File: src/hdl/trm_params.svh
// constants for the trip relay i/o mapper
`ifndef TRM_PARAMS_SVH
`define TRM_PARAMS_SVH
`define TRM_CLK_HZ 10000000
`define TRM_DEBOUNCE_US 10000
`define TRM_DEBOUNCE_CYC ((`TRM_CLK_HZ / 1000000) * `TRM_DEBOUNCE_US)
`define TRM_BELL_PULSE_US 5000
`define TRM_BELL_PULSE_CYC ((`TRM_CLK_HZ / 1000000) * `TRM_BELL_PULSE_US)
`define TRM_CMD_AUX_ON 8'h6F
`define TRM_GRP_W 4
`define TRM_IN_W 2
`endif

File: src/hdl/trm_pkg.sv
// types for the trip relay i/o mapper
package trm_pkg;
    typedef enum logic [3:0] {
        TRM_GRP_NONE, TRM_GRP_EARTH_ALARM, TRM_GRP_OVERCURRENT,
        TRM_GRP_PROT_RELAY, TRM_GRP_CUR_ALARM1, TRM_GRP_CUR_ALARM2,
        TRM_GRP_HEALTH, TRM_GRP_REDUCED, TRM_GRP_EARTH_LATCH,
        TRM_GRP_RESTRICTED, TRM_GRP_STANDBY, TRM_GRP_UNRESTRICTED
    } trm_group_t;
    typedef enum logic [1:0] {
        TRM_IN_OFF, TRM_IN_RESET, TRM_IN_REDUCED, TRM_IN_TRIP
    } trm_input_t;
endpackage

File: src/hdl/trm_debounce.sv
// input synchroniser and debounce filter for one contact
`timescale 1ns/1ps
`default_nettype none
`include "trm_params.svh"
module trm_debounce #(
    parameter int DEBOUNCE_CYC = `TRM_DEBOUNCE_CYC
) (
    // clock and reset
    input wire logic clock,
    input wire logic rst,
    // contact
    input wire logic raw,
    output logic level,
    output logic rise
);
    logic s1, s2, s3;
    logic [31:0] count;
    wire agree = (s2 == s3);
    wire differs = agree && (s3 != level);
    wire settled = differs && (count >= DEBOUNCE_CYC - 1);

    always_ff @(posedge clock) begin
        if (rst) begin
            s1 <= 1'b0;
            s2 <= 1'b0;
            s3 <= 1'b0;
            count <= 32'h0;
            level <= 1'b0;
            rise <= 1'b0;
        end else begin
            s1 <= raw;
            s2 <= s1;
            s3 <= s2;
            // bounce restarts the count, one closure gives one command
            count <= (differs && !settled) ? count + 32'h1 : 32'h0;
            if (settled) begin
                level <= s3;
            end
            rise <= settled && s3;
        end
    end
endmodule // trm_debounce
`default_nettype wire

File: src/hdl/trm_mapper.sv
// output relay, digital input, aux and bell alarm mapping
`timescale 1ns/1ps
`default_nettype none
`include "trm_params.svh"
module trm_mapper #(
    parameter int NUM_OUT = 2,
    parameter int DEBOUNCE_CYC = `TRM_DEBOUNCE_CYC,
    parameter int BELL_PULSE_CYC = `TRM_BELL_PULSE_CYC
) (
    // clock and reset
    input wire logic clock,
    input wire logic rst,
    // configuration
    input wire logic [`TRM_GRP_W*2-1:0] group_sel,
    input wire logic [`TRM_IN_W*2-1:0] input_sel,
    input wire logic health_polarity_nc,
    input wire logic iec_config,
    input wire logic reduced_fitted,
    input wire logic prot_relay_enabled,
    input wire logic earth_enabled,
    input wire logic fan_cooled,
    input wire logic auto_lockout,
    // protection status
    input wire logic earth_leakage_element,
    input wire logic summed_earth_leakage,
    input wire logic external_sensor_earth_alarm,
    input wire logic fast_trip_element,
    input wire logic slow_overload_element,
    input wire logic delayed_short_circuit_element,
    input wire logic prot_relay_trip,
    input wire logic cur_alarm1,
    input wire logic cur_alarm2,
    input wire logic health_ok,
    input wire logic restricted_earth_fault,
    input wire logic standby_earth_fault,
    input wire logic unrestricted_earth_fault,
    input wire logic reduced_via_link,
    input wire logic cooling_needed,
    // breaker mechanism
    input wire logic flux_shifter_trip,
    input wire logic lockout_extended,
    // serial command
    input wire logic cmd_valid,
    input wire logic [7:0] cmd_code,
    input wire logic cmd_aux_off,
    // digital inputs
    input wire logic [1:0] din,
    // outputs
    output logic [1:0] relay_out,
    output logic reduced_energy_mode,
    output logic trip_cmd,
    output logic aux_out,
    output logic lockout_fire,
    output logic bell_alarm
);
    logic [1:0] din_level, din_rise;
    logic [1:0] latch;
    logic aux_cmd;
    logic [31:0] bell_count;

    genvar gi;
    generate
        for (gi = 0; gi < 2; gi++) begin : g_in
            trm_debounce #(.DEBOUNCE_CYC(DEBOUNCE_CYC)) u_deb (
                .clock(clock),
                .rst(rst),
                .raw(din[gi]),
                .level(din_level[gi]),
                .rise(din_rise[gi])
            );
        end
    endgenerate

    // input 1 assignment overridden when reduced energy fitted
    wire [1:0] sel_in0 = reduced_fitted ? 2'(trm_pkg::TRM_IN_REDUCED)
        : input_sel[1:0];
    wire [1:0] sel_in1 = input_sel[3:2];
    // off assignment matches none of these decodes
    wire reset_req = (din_rise[0] && sel_in0 == 2'(trm_pkg::TRM_IN_RESET))
        || (din_rise[1] && sel_in1 == 2'(trm_pkg::TRM_IN_RESET));
    wire reduced_in = (din_level[0] && sel_in0 == 2'(trm_pkg::TRM_IN_REDUCED))
        || (din_level[1] && sel_in1 == 2'(trm_pkg::TRM_IN_REDUCED));
    wire trip_req = (din_rise[0] && sel_in0 == 2'(trm_pkg::TRM_IN_TRIP))
        || (din_rise[1] && sel_in1 == 2'(trm_pkg::TRM_IN_TRIP));
    wire reduced_now = reduced_in || reduced_via_link;

    // event sources gated by fitted options; of overcurrent, only the earth leakage element is gated
    wire earth_alarm = earth_enabled
        && (summed_earth_leakage || external_sensor_earth_alarm);
    wire overcurrent = fast_trip_element || slow_overload_element
        || delayed_short_circuit_element
        || (earth_enabled && earth_leakage_element);
    wire prot_trip = prot_relay_enabled && prot_relay_trip;
    wire iec_ok = iec_config && earth_enabled;

    logic [3:0] grp [2];
    logic [1:0] src_level, src_latch;
    generate
        for (gi = 0; gi < 2; gi++) begin : g_out
            wire [3:0] raw_grp = group_sel[gi*4 +: 4];
            // output 1 is forced to the reduced energy group when reduced energy fitted
            assign grp[gi] = (gi == 0 && reduced_fitted)
                ? 4'(trm_pkg::TRM_GRP_REDUCED) : raw_grp;
            always_comb begin
                src_level[gi] = 1'b0;
                src_latch[gi] = 1'b0;
                case (trm_pkg::trm_group_t'(grp[gi]))
                    trm_pkg::TRM_GRP_EARTH_ALARM: src_level[gi] = earth_alarm;
                    trm_pkg::TRM_GRP_OVERCURRENT: src_latch[gi] = overcurrent;
                    trm_pkg::TRM_GRP_PROT_RELAY: src_latch[gi] = prot_trip;
                    trm_pkg::TRM_GRP_CUR_ALARM1: src_level[gi] = cur_alarm1;
                    trm_pkg::TRM_GRP_CUR_ALARM2: src_level[gi] = cur_alarm2;
                    trm_pkg::TRM_GRP_HEALTH:
                        src_level[gi] = health_ok ^ health_polarity_nc;
                    trm_pkg::TRM_GRP_REDUCED:
                        src_level[gi] = reduced_fitted && reduced_now;
                    trm_pkg::TRM_GRP_EARTH_LATCH: src_latch[gi] = earth_alarm;
                    trm_pkg::TRM_GRP_RESTRICTED:
                        src_latch[gi] = iec_ok && restricted_earth_fault;
                    trm_pkg::TRM_GRP_STANDBY:
                        src_latch[gi] = iec_ok && standby_earth_fault;
                    trm_pkg::TRM_GRP_UNRESTRICTED:
                        src_latch[gi] = iec_ok && unrestricted_earth_fault;
                    default: src_level[gi] = 1'b0;
                endcase
            end
            // a new trip wins over a reset in the same cycle
            wire next_latch = src_latch[gi] || (latch[gi] && !reset_req);
            always_ff @(posedge clock) begin
                if (rst) begin
                    latch[gi] <= 1'b0;
                    relay_out[gi] <= 1'b0;
                end else if (gi < NUM_OUT) begin
                    latch[gi] <= next_latch;
                    relay_out[gi] <= src_level[gi] || next_latch;
                end else begin
                    latch[gi] <= 1'b0;
                    relay_out[gi] <= 1'b0;
                end
            end
        end
    endgenerate

    wire cmd_on = cmd_valid && cmd_code == `TRM_CMD_AUX_ON;
    wire next_aux_cmd = cmd_on || (aux_cmd && !cmd_aux_off);
    wire bell_busy = bell_count != 32'h0;

    always_ff @(posedge clock) begin
        if (rst) begin
            aux_cmd <= 1'b0;
            aux_out <= 1'b0;
            reduced_energy_mode <= 1'b0;
            trip_cmd <= 1'b0;
            lockout_fire <= 1'b0;
            bell_count <= 32'h0;
            bell_alarm <= 1'b0;
        end else begin
            aux_cmd <= next_aux_cmd;
            aux_out <= next_aux_cmd || (fan_cooled && cooling_needed);
            reduced_energy_mode <= reduced_now;
            trip_cmd <= trip_req;
            lockout_fire <= flux_shifter_trip;
            if (flux_shifter_trip && auto_lockout) begin
                bell_count <= 32'(BELL_PULSE_CYC);
            end else if (bell_busy) begin
                bell_count <= bell_count - 32'h1;
            end
            bell_alarm <= auto_lockout ? (flux_shifter_trip || bell_busy)
                : lockout_extended;
        end
    end

    // a_latch_hold: latched group 2 on output 1 energises the relay the next cycle
    a_latch_hold: assert property (@(posedge clock) disable iff (rst)
        (grp[0] == 4'(trm_pkg::TRM_GRP_OVERCURRENT) && overcurrent)
        |=> relay_out[0]) else $error("overcurrent did not latch");
    a_off_quiet: assert property (@(posedge clock) disable iff (rst)
        (sel_in1 == 2'(trm_pkg::TRM_IN_OFF) && sel_in0 == 2'(trm_pkg::TRM_IN_OFF))
        |=> !trip_cmd) else $error("off input acted");
    a_trip_issue: assert property (@(posedge clock) disable iff (rst)
        trip_req |=> trip_cmd) else $error("trip not issued");
    a_reset_clear: assert property (@(posedge clock) disable iff (rst)
        (reset_req && !src_latch[0]) |=> !latch[0])
        else $error("latch not cleared");
    a_aux_cmd: assert property (@(posedge clock) disable iff (rst)
        cmd_on |=> aux_out) else $error("aux not energised");
    a_lockout_src: assert property (@(posedge clock) disable iff (rst)
        lockout_fire |-> $past(flux_shifter_trip))
        else $error("lockout without flux trip");
    a_bell_manual: assert property (@(posedge clock) disable iff (rst)
        (!auto_lockout ##1 !auto_lockout) |-> bell_alarm == $past(lockout_extended))
        else $error("bell not following button");
    a_prot_gate: assert property (@(posedge clock) disable iff (rst)
        (!prot_relay_enabled && grp[1] == 4'(trm_pkg::TRM_GRP_PROT_RELAY)
        && !latch[1]) |=> !latch[1]) else $error("disabled option drove relay");
    a_reduced_in1: assert property (@(posedge clock) disable iff (rst)
        (reduced_fitted && din_level[0]) |=> reduced_energy_mode)
        else $error("input 1 not engaging reduced mode");
endmodule // trm_mapper
`default_nettype wire

File: config.mk
export PLATFORM = sky130hd
export DESIGN_NAME = trm_mapper
export DESIGN_NICKNAME = d
export VERILOG_FILES = /design/src/hdl/trm_pkg.sv /design/src/hdl/trm_debounce.sv /design/src/hdl/trm_mapper.sv
export VERILOG_INCLUDE_DIRS = /design/src /design/src/hdl
export SDC_FILE = /design/constraint.sdc
export NUM_CORES = 1
export LEC_CHECK = 0
export BUFFER_PORTS_ARGS = -buffer_cell sky130_fd_sc_hd__buf_4
export CORE_ASPECT_RATIO = 0.5
export CORE_MARGIN = 1
export CORE_UTILIZATION = 57
export CTS_CLUSTER_SIZE = 10
export DETAILED_ROUTE_END_ITERATION = 12
export MAX_ROUTING_LAYER = met4
export PLACE_DENSITY = 0.81
export SYNTH_ARGS = -nofsm -noshare
export SYNTH_HDL_FRONTEND = slang
export SYNTH_SLANG_ARGS = --single-unit
File: constraint.sdc
create_clock -name clock -period 3.1 [get_ports clock]
set_input_delay 0.155 -clock clock [delete_from_list [all_inputs] [get_ports clock]]
set_output_delay 0.155 -clock clock [all_outputs]
set_load 0.02 [all_outputs]
Word level (Yosys, flattened, before mapping)
Index checks and enable logic that the tools add are counted.
{ "word_totals": {"ff_bits": 116, "inputBits": 50, "output_inout_bits": 7, "elab_cells": 126} }
{ "classes": {"addsub": 3, "n_lt_le_gt_ge": 2, "n_eq_ne": 33, "n_mux": 9, "n_bitwise": 3, "n_reduce_logical": 52} }
{ "op_table": {"columns": ["cell", "n"], "rows": [
  ["$add A32 B1 Y32 const B", 2],
  ["$ge A32 B17 Y1 const B", 2],
  ["$eq A4 B3 Y1 const B", 8],
  ["$eq A4 B4 Y1 const B", 8],
  ["$mux W16", 2],
  ["$reduce_bool A32 Y1", 1],
  ["$sub A32 B1 Y32 const B", 1],
  ["$logic_and A1 B1 Y1", 28],
  ["$eq A4 B2 Y1 const B", 4],
  ["$logic_or A1 B1 Y1", 15],
  ["$pmux W1 S6", 2],
  ["$pmux W1 S5", 2],
  ["$eq A2 B2 Y1 const B", 4],
  ["$eq A4 B1 Y1 const B", 2],
  ["$eq A8 B7 Y1 const B", 1],
  ["$reduce_or A2 Y1", 3],
  ["$eq A2 B1 Y1 const B", 2],
  ["$logic_not A1 Y1", 4],
  ["$mux W4", 1],
  ["$eq A1 B1 Y1", 2],
  ["$mux W2", 1],
  ["$ne A1 B1 Y1", 2],
  ["$not A1 Y1", 2],
  ["$reduce_bool A2 Y1", 1],
  ["other kinds (2)", 2]
]} }

Longest topological paths before layout
Gate-level depths: netlist (run 1).
{ "logic_depth": {"ltp_word": 8, "depth_mapped": 9} }

Hierarchy
A second synthesis (run 1) with hierarchy kept.
{ "unflattened": {"hier_cells": 533, "area_unflattened_um2": 5033.6} }
{ "modules_own_cells": {"columns": ["module", "n_inst", "cells_each", "area_each_um2"], "rows": [
  ["trm_debounce", 2, 125, 1357.6],
  ["trm_mapper", 1, 283, 2318.5]
]} }

Worst setup path before layout (run 1)
No wires, ideal clock.
{ "synth_path": {"kind": "reg-to-reg", "from": "register bell_count[0]", "to": "register bell_count[9]", "setup_time_ns": 0.132, "t_arrival_ns": 2.254, "t_required_ns": 2.968, "slack_ns": 0.714, "path_stages_with_launch": 9, "n_path_buf": 0, "synth_period_minus_slack_ns": 2.386, "cell_sequence": "dfxtp_1 inv_1 ha_1 or4b_2 or4_1 o31ai_2 nor2_1 xnor2_1 a21oi_1"} }
{ "synth_between": {"elab_chain_len": 3} }
{ "synth_lines": {"columns": ["item", "line_no", "rtl"], "rows": [
  ["from (decl)", "trm_mapper.sv:59", "logic [31:0] bell_count;"],
  ["from (signal assigned)", "trm_mapper.sv:164", "bell_count <= 32'(BELL_PULSE_CYC);"],
  ["from (signal assigned)", "trm_mapper.sv:166", "bell_count <= bell_count - 32'h1;"],
  ["$sub A32 B1 Y32", "trm_mapper.sv:166", null],
  ["$mux W16", "trm_mapper.sv:165", "end else if (bell_busy) begin"],
  ["$mux W16", "trm_mapper.sv:163", "if (flux_shifter_trip && auto_lockout) begin"]
]} }
Parallel ways exist; a longest one is shown, timed or not. The select of a mux whose other input is x is not followed.
A chain may end at the register's enable or synchronous reset.

Final worst setup path (run 1)
Ends and elaborated chain as after synthesis.

==> results of run 1 <==
## critical path, cell delays in order, from the launching register on
cell and delay [ns]:
dfxtp_1 0.32, inv_1 0.13, ha_1 0.15, or4b_2 0.59, or4_1 0.51, o31ai_2 0.48, nor2_1 0.11, xnor2_1 0.18
a21oi_1 0.09
## logic make-up after synthesis
kind of cell / count (synthesis)
other: 1
flip-flops: 116
multiplexers: 1
XOR/XNOR: 57
adder cells (fa/ha/maj): 4
buffers and inverters: 22
AND/OR/NAND/NOR: 236
AO/OA/AOI/OAI: 62
## cell type report
type | count | area [um^2] | area share
multi-input cells | 390 | 2260 | 0.385
clock inverters | 14 | 176 | 0.0301
flip-flops and latches | 116 | 2320 | 0.396
clock buffers | 17 | 425 | 0.0726
repair buffers | 64 | 495 | 0.0845
well taps | 108 | 135 | 0.0230
inverters | 13 | 48.8 | 0.00832
## where the power goes
part           internal [mW]  total (mW)  switching, mW
Combinational          0.540        1.14          0.601
Sequential              1.65        1.80          0.142
Clock                   1.27        1.99          0.722
Total                   3.46        4.93           1.47
## metal layers
layer  GRT usage  share of wire  routed length (um)
met1       0.276           0.44                4180
met2       0.416           0.50                4740
met3      0.0847          0.044                 412
met4       0.103          0.014                 133
met5           -              0                   0
## registers in the layout, indices dropped and copies added (netlist names), 2 cells and up
signal	cells
bell_count	32
g_in.u_deb.count	64
g_in.u_deb.level	2
g_in.u_deb.rise	2
g_in.u_deb.s1	2
g_in.u_deb.s2	2
g_in.u_deb.s3	2
latch	2
relay_out	2
## Yosys cell counts (7+ instances only)
master    instances  area [um^2]
dfxtp_1         116         2320
nor2_1           90          338
nand2_1          33          124
xnor2_1          33          289
xor2_1           24          210
nand3_1          22          110
nor4_1           22          138
a21oi_1          18         90.1
o21ai_0          16         80.1
nor3_1           15         75.1
inv_1            13         48.8
clkbuf_1          8         30.0
and3_1            7         43.8
## layout by cell type, fill, tap and decap left out, types with 5 or more instances in the layout
cell,count
inv_1,13
nor2_1,90
nand4_1,5
dlygate4sd3_1,6
dfxtp_1,116
clkbuf_16,17
xnor2_1,33
inv_6,5
a21oi_1,18
nor3_1,15
nand2_1,33
conb_1,30
xor2_1,24
and3_1,7
o21ai_0,16
clkinvlp_4,5
nor2b_1,6
buf_4,58
nor4_1,22
nor4b_1,5
nand3_1,22
## stage by stage
stage	hold slack, ns	power (mW)	std cells	instance area (um^2)
finish	0.0352	4.93	722	5860
global route	0.0466	5.16	722	5860
CTS	0.0171	4.95	722	5860
detailed placement	0.370	2.94	685	5200
global placement	0.374	2.91	685	5200
floorplan	0.264	2.68	528	4670
## worst paths after layout
| kind | start | end | slack (ns) | depth (start not counted) |
|---|---|---|---|---|
| worst min-delay path | lockout_extended | bell_alarm | 0.04 | 3 |
| worst max register to register | bell_count[0] | bell_count[9] | 0.41 | 8 |
| worst max-delay path | bell_count[0] | bell_count[9] | 0.41 | 8 |
| worst min register to register | g_in[1].u_deb.s1 | g_in[1].u_deb.s2 | 0.45 | 1 |
==> reports/results.ini, run 1 <==
[placement]
gp_routability_congestion=0.867
post-place-ws_ns=0.472
hpwl_um=6000
io_buffer_count=56

[route]
initialDrtViolationCount=239
drt.antenna.violating_nets=0
drt-total-wl_um=9470
via_per_inst=5.28
post_drt_wl_per_cell_um=13.1
remaining_drc_errors=0
routed-via-count=3814
drt-pass1-iter-count=5

[sta]
max-slew-margin-rel=0.529
setup_viol=0
final.setup_skew_ns=0.00768
tightest_slew_ns=0.689
fmaxAchievable_ghz=0.372
setup_repair_after_global_routing_missed_its_margin=false
fraction_of_the_cycle_the_final_worst_path_needs=0.866
timing.setup.tns_ns=0
period_minus_slack_ns=2.69
timing.final.hold_violations=0
final.setup.worst_slack_ns=0.415
drv_slew=0

[die]
core_region_area_um2=7540
dieArea_um2=8380
placement_rows=22
io-pin-count=57
die_width_um=128
die_height_um=65.2
initial_utilization=0.604

[synthesis]
synthesis.instances=499
synth_adder_area_share=0.0110
number_of_flops_mapped_to_enable_cells_by_yosys=0
mappedNetlistArea_um2=4560
syn_area_per_cell_um2=9.13
asyncSetResetFlopFracSynth=0
synth_top_family_by_area=simple AND/OR/NAND/NOR gates
post_synth_mux_area_share=0.00220
yosysWarnings=0
post_synthesis_sequential_area_ratio=0.510
synth_simple_gate_area_share=0.260
yosys_most_used_dff=dfxtp_1
yosys_register_bits=116
post_synth_xor_area_fraction=0.110
synth.distinct_cells=51
synth-compound-area-share=0.0884

[clock_tree]
clock_tree.buffer_depth=2
clock_pin_slew_worst_setup_and_hold_paths_ns=0.05
tritoncts=done
cts_num_sinks=116
htree_levels=4
number_of_hold_buffers_added_after_cts=6
cts.repair.resized=0
insertion_delay_ns=0.41
cts-buffers-inserted=17
post_cts_setup_buffer_count=0
clock_tree.root_cell=clkbuf_16

[layout]
areaGrowthSynthToFinish_pct=28.7
layout.nets=656
final_core_utilization=0.777
num-fill-cells=530
insertedDiodeCount=0
drive_gt1_frac=0.171

[setup_path]
critical_path_required_ns=3.38
worst_ep_arrival_ns=2.97
criticalPathCategory=register to register
critPathCaptureType=register
crit_path_start_kind=register
path_max_fanout=7

[grt]
grt_antenna_before_repair=0
grt_util_all_layers=0.249
grt_pass1_wl_um=15500
overflow=0
vias_in_the_first_global_route=3560
grt_max_degree=27

[status]
run_status=finished clean

[power_and_ir_drop]
leakagePower_nw=2.26
p_per_area_nw_per_um2=841
largest_vdd_supply_drop_v=0.000501

[min_path]
timing.hold.worst.class=primary input to register

[run]
timing.max_cap.violations=0

(Power assumes the default switching activity.)
==> run 2, diff against run 1 <==
--- a/config.mk
+++ b/config.mk
@@ -7,7 +7,7 @@
 export NUM_CORES = 1
 export LEC_CHECK = 0
 export BUFFER_PORTS_ARGS = -buffer_cell sky130_fd_sc_hd__buf_4
-export CORE_ASPECT_RATIO = 0.5
+export CORE_ASPECT_RATIO = 1.4
 export CORE_MARGIN = 1
 export CORE_UTILIZATION = 57
 export CTS_CLUSTER_SIZE = 10
==> run 2 against run 1 <==
  * Final area up 2.0%
  * Flip-flop and latch count unchanged
  * Via count up 4.5%
  * Fmax down 7.6%
  * Clock power down 9%
  * Critical path type unchanged
  * Largest cell class unchanged
==> reports/results.ini, run 2 (same netlist as run 1, synthesis figures left out) <==
[status]
run_status=finished clean

[power_and_ir_drop]
leakagePower_nw=2.33
p_sw_mw=1.47
internal_power_mw=3.37
power_frac_clock=0.377
pwr-share-seq=0.374
share_comb_of_total_power=0.249
swShare=0.304
largest_vdd_supply_drop_v=0.000620
p_per_area_nw_per_um2=810

[die]
core_region_area_um2=7750
die_height_um=108
initial_utilization=0.588
die_width_um=77.6
dieArea_um2=8360
placement_rows=38
io-pin-count=57

[placement]
io_buffer_count=56
hpwl_um=6510
gp_routability_congestion=0.914
postPlaceCellArea_um2=5180

[layout]
layout.cells.most_common_list=116 x dfxtp_1, 90 x nor2_1, 57 x buf_4, 33 x nand2_1, 33 x xnor2_1
final_core_utilization=0.771
largest_reg_flops=64
areaGrowthSynthToFinish_pct=31.2
drive_gt1_frac=0.162
num-fill-cells=475
layout_top_registers=g_in.u_deb.count x64, bell_count x32
layout.nets=673
max_flop_register=g_in.u_deb.count
insertedDiodeCount=0
layout_commonest_cell=dfxtp_1
finish.instance_area_um2=5980

[route]
drt-total-wl_um=10900
drt-pass1-iter-count=4
post_drt_wl_per_cell_um=14.9
routed-via-count=3984
via_per_inst=5.46
remaining_drc_errors=0
initialDrtViolationCount=236
drt.antenna.violating_nets=0

[min_path]
timing.hold.worst.class=primary input to register

[sta]
fmaxAchievable_ghz=0.344
finalHoldWorstSlack_ns=0.0162
period_minus_slack_ns=2.91
setup_viol=0
fraction_of_the_cycle_the_final_worst_path_needs=0.938
max-slew-margin-rel=0.460
tightest_slew_ns=0.789
drv_slew=0
final.setup_skew_ns=0.00768
timing.setup.tns_ns=0
setup_repair_after_global_routing_missed_its_margin=false
timing.final.hold_violations=0

[setup_path]
highest_cell_delay_on_the_worst_timing_path_ns=0.59
path_max_fanout=11
worst_path_max_delay_cell=or4b_2
criticalPathCategory=register to register
critPathCaptureType=register
crit_path_start_kind=register
crit_chain=inv_1 > ha_1 > or4b_2 > or4_1 > nor3_1 > buf_4 > a311oi_1 > dlygate4sd3_1
worst_ep_arrival_ns=3.30
critical_path_required_ns=3.50

[grt]
grt_util_all_layers=0.275
overflow=0
grt_antenna_before_repair=0
grt_pass1_wl_um=17400
grt_max_degree=27
vias_in_the_first_global_route=4012

[clock_tree]
post_cts_setup_buffer_count=0
tritoncts=done
clock_pin_slew_worst_setup_and_hold_paths_ns=0.06
cts_num_sinks=116
htree_levels=4
clock_tree.root_cell=clkbuf_8
clock_tree.buffer_depth=2
insertion_delay_ns=0.52
cts-buffers-inserted=17

[run]
timing.max_cap.violations=0

run 2: cell type report:
cell class              count  area, um^2  share of cell area
flip-flops and latches    116        2320               0.388
multi-input cells         390        2260               0.378
repair buffers             81         668               0.112
clock buffers              20         445              0.0745
well taps                 100         125              0.0209
clock inverters            10         109              0.0182
inverters                  13        48.8             0.00816
run 2: path summary, 6_finish.rpt:
| kind | from | endpoint | slack [ns] | cells after the start |
|---|---|---|---|---|
| worst max-delay path | bell_count[0] | bell_alarm | 0.19 | 8 |
| worst min-delay path | reduced_fitted | relay_out[0] | 0.02 | 4 |
| worst max register to register | bell_count[0] | bell_alarm | 0.19 | 8 |
| worst min register to register | g_in[1].u_deb.s1 | g_in[1].u_deb.s2 | 0.44 | 1 |
run 2: repair_timing:
| item | CTS | global route |
|---|---|---|
| hold buffers | 24 | 0 |
| gates resized for setup | 0 | 0 |
| endpoints found under the hold margin | 15 | 0 |
run 2: layer usage:
| layer | GRT usage | part of all wire | wire length [um] |
|---|---|---|---|
| met4 | 0.183 | 0.039 | 423 |
| met5 | - | 0 | 0 |
| met3 | 0.0720 | 0.041 | 446 |
| met1 | 0.259 | 0.38 | 4110 |
| met2 | 0.489 | 0.54 | 5880 |
run 2: power groups by stage:
stage | Clock [mW] | Sequential (mW) | Combinational [mW]
2_1_floorplan | 0 | 1.80 | 0.885
3_3_place_gp | 0 | 1.82 | 1.09
3_5_place_dp | 0 | 1.83 | 1.13
4_1_cts | 1.84 | 1.80 | 1.18
5_1_grt | 1.91 | 1.83 | 1.31
6_report | 1.82 | 1.81 | 1.20
run 2: per-stage QoR:
stage	cells	worst slack, ns	power [mW]
2_1_floorplan	528	0.714	2.68
3_3_place_gp	676	0.527	2.91
3_5_place_dp	676	0.430	2.95
4_1_cts	730	0.248	4.82
5_1_grt	730	0.119	5.05
6_report	730	0.193	4.84
run 2: worst max-delay path, delay by kind of cell (launching register included):
family	cells	cell delay (ns)
compound gates	1	0.12
fa+ha+maj	1	0.15
buf+inv	3	0.91
flops	1	0.33
simple gates	3	1.28
==> run 3, diff against run 2 <==
--- a/config.mk
+++ b/config.mk
@@ -9,11 +9,11 @@
 export BUFFER_PORTS_ARGS = -buffer_cell sky130_fd_sc_hd__buf_4
 export CORE_ASPECT_RATIO = 1.4
 export CORE_MARGIN = 1
-export CORE_UTILIZATION = 57
+export CORE_UTILIZATION = 40
 export CTS_CLUSTER_SIZE = 10
 export DETAILED_ROUTE_END_ITERATION = 12
 export MAX_ROUTING_LAYER = met4
-export PLACE_DENSITY = 0.81
+export PLACE_DENSITY = 0.61
 export SYNTH_ARGS = -nofsm -noshare
 export SYNTH_HDL_FRONTEND = slang
 export SYNTH_SLANG_ARGS = --single-unit
==> run 3 against run 2 <==
  * Via count fell by 7.5%
  * Power fell by 0.71%
  * Final cell count rose by 2.9%
  * Setup slack improved by 0.23 ns
  * Critical path depth did not move
  * Worst hold slack improved by 0.022 ns
  * Fmax rose by 8.6%
  * Sequential power barely moved
  * Core utilization fell by 24 points
  * Clock skew fell by 0.0017 ns
  * First-iteration DRC count fell by 35%
  * Clock power rose by 3%
  * Highest routed layer unchanged
==> reports/results.ini, run 3 (same netlist as run 1, synthesis figures left out) <==
[route]
via_per_inst=4.91
drt.antenna.violating_nets=0
met3RoutedLength_um=193
remaining_drc_errors=0
met2_length_um=4900
drt-total-wl_um=9250
initialDrtViolationCount=154
routed-via-count=3685
m1WireLength_um=3930
highest_layer=met4
drt-pass1-iter-count=4
post_drt_wl_per_cell_um=12.3

[placement]
gp_routability_congestion=0.823
hpwl_um=6710
io_buffer_count=56

[grt]
overflow=0
vias_in_the_first_global_route=3644
grt_util_all_layers=0.170
grt_max_degree=27
grt_antenna_before_repair=0
grt_pass1_wl_um=15600

[power_and_ir_drop]
power_frac_clock=0.391
p_sw_mw=1.40
leakagePower_nw=2.23
share_comb_of_total_power=0.234
internal_power_mw=3.41
largest_vdd_supply_drop_v=0.000525
pwr-share-seq=0.375
swShare=0.291
power.total_mw=4.81
p_per_area_nw_per_um2=820

[layout]
layout_top_registers=g_in.u_deb.count x64, bell_count x32
layout_commonest_cell=dfxtp_1
layout.cells.most_common_list=116 x dfxtp_1, 90 x nor2_1, 57 x buf_4, 33 x nand2_1, 33 x xnor2_1
insertedDiodeCount=0
areaGrowthSynthToFinish_pct=28.6
max_flop_register=g_in.u_deb.count
largest_reg_flops=64
layout.nets=653
drive_gt1_frac=0.169

[die]
io-pin-count=57
die_height_um=128
dieArea_um2=11800
placement_rows=45
core_region_area_um2=11000
initial_utilization=0.415
die_width_um=92.2

[clock_tree]
cts.repair.resized=0
cts_num_sinks=116
cts-buffers-inserted=17
post_cts_setup_buffer_count=0
insertion_delay_ns=0.40
number_of_hold_buffers_added_after_cts=4
clock_tree.buffer_depth=2
clock_tree.root_cell=clkbuf_16
htree_levels=4
tritoncts=done
clock_pin_slew_worst_setup_and_hold_paths_ns=0.05

[sta]
fmaxAchievable_ghz=0.373
final.setup_skew_ns=0.00596
drv_slew=0
tightest_slew_ns=0.615
setup_repair_after_global_routing_missed_its_margin=false
max-slew-margin-rel=0.580
period_minus_slack_ns=2.68
timing.final.hold_violations=0
fraction_of_the_cycle_the_final_worst_path_needs=0.864
timing.setup.tns_ns=0
setup_viol=0

[setup_path]
critPathCaptureType=register
criticalPathCategory=register to register
crit_path_start_kind=register
path_max_fanout=7
worst_ep_arrival_ns=2.94
critical_path_required_ns=3.37

[run]
timing.max_cap.violations=0

[min_path]
timing.hold.worst.class=primary input to register

[status]
run_status=finished clean

==> run 3: cell count changes in the layout (fill, tap and decap cells not counted), sizes merged <==
cell and change:
dlygate4sd3 -20, clkinvlp +4, clkinv -3, clkbuf -1
==> run 3: path summary, 6_finish.rpt <==
kind                     startpoint                      to  slack, ns  cells past startpoint
min                lockout_extended              bell_alarm       0.04                      3
min reg2reg  g_in[0].u_deb.count[0]  g_in[0].u_deb.count[0]       0.44                      1
max                   bell_count[0]          bell_count[19]       0.42                      8
max reg2reg           bell_count[0]          bell_count[19]       0.42                      8
==> run 3: per-layer routing <==
layer  vias to the layer above  track usage
met3                        21       0.0427
li1                       1910            -
met4                         0       0.0818
met1                      1724        0.175
met5                         -            -
met2                        30        0.299
==> run 3: critical path: stages (launching register included) <==
cell	delay [ns]
dfxtp_1	0.32
inv_1	0.11
ha_1	0.15
or4b_2	0.61
or4_1	0.53
o31ai_2	0.47
nor4_1	0.11
xnor2_1	0.18
nor2_1	0.06
==> run 3: area by class of cell <==
type                            count  area [um^2]
Fill cell                        1017         5120
Clock inverter                     11          131
Inverter                           13         48.8
Timing Repair Buffer               61          468
Multi-Input combinational cell    390         2260
Tap cell                          141          176
Clock buffer                       19          453
Sequential cell                   116         2320
==> run 3: metrics by stage <==
stage               instances  area (um^2)  worst slack (ns)   util  hold slack [ns]
floorplan                 528         4670             0.714      -            0.264
global placement          717         5240             0.469  0.477            0.367
detailed placement        717         5240             0.428  0.477            0.373
CTS                       751         5860             0.422  0.534           0.0227
global route              751         5860             0.252  0.534           0.0407
finish                    751         5860             0.422  0.534           0.0378
==> run 3: power by group through the flow <==
stage               clock network [mW]  registers [mW]  logic, mW
floorplan                            0            1.80      0.885
global placement                     0            1.82       1.10
detailed placement                   0            1.83       1.12
CTS                               1.92            1.80       1.13
global route                      1.98            1.82       1.27
finish                            1.88            1.80       1.13
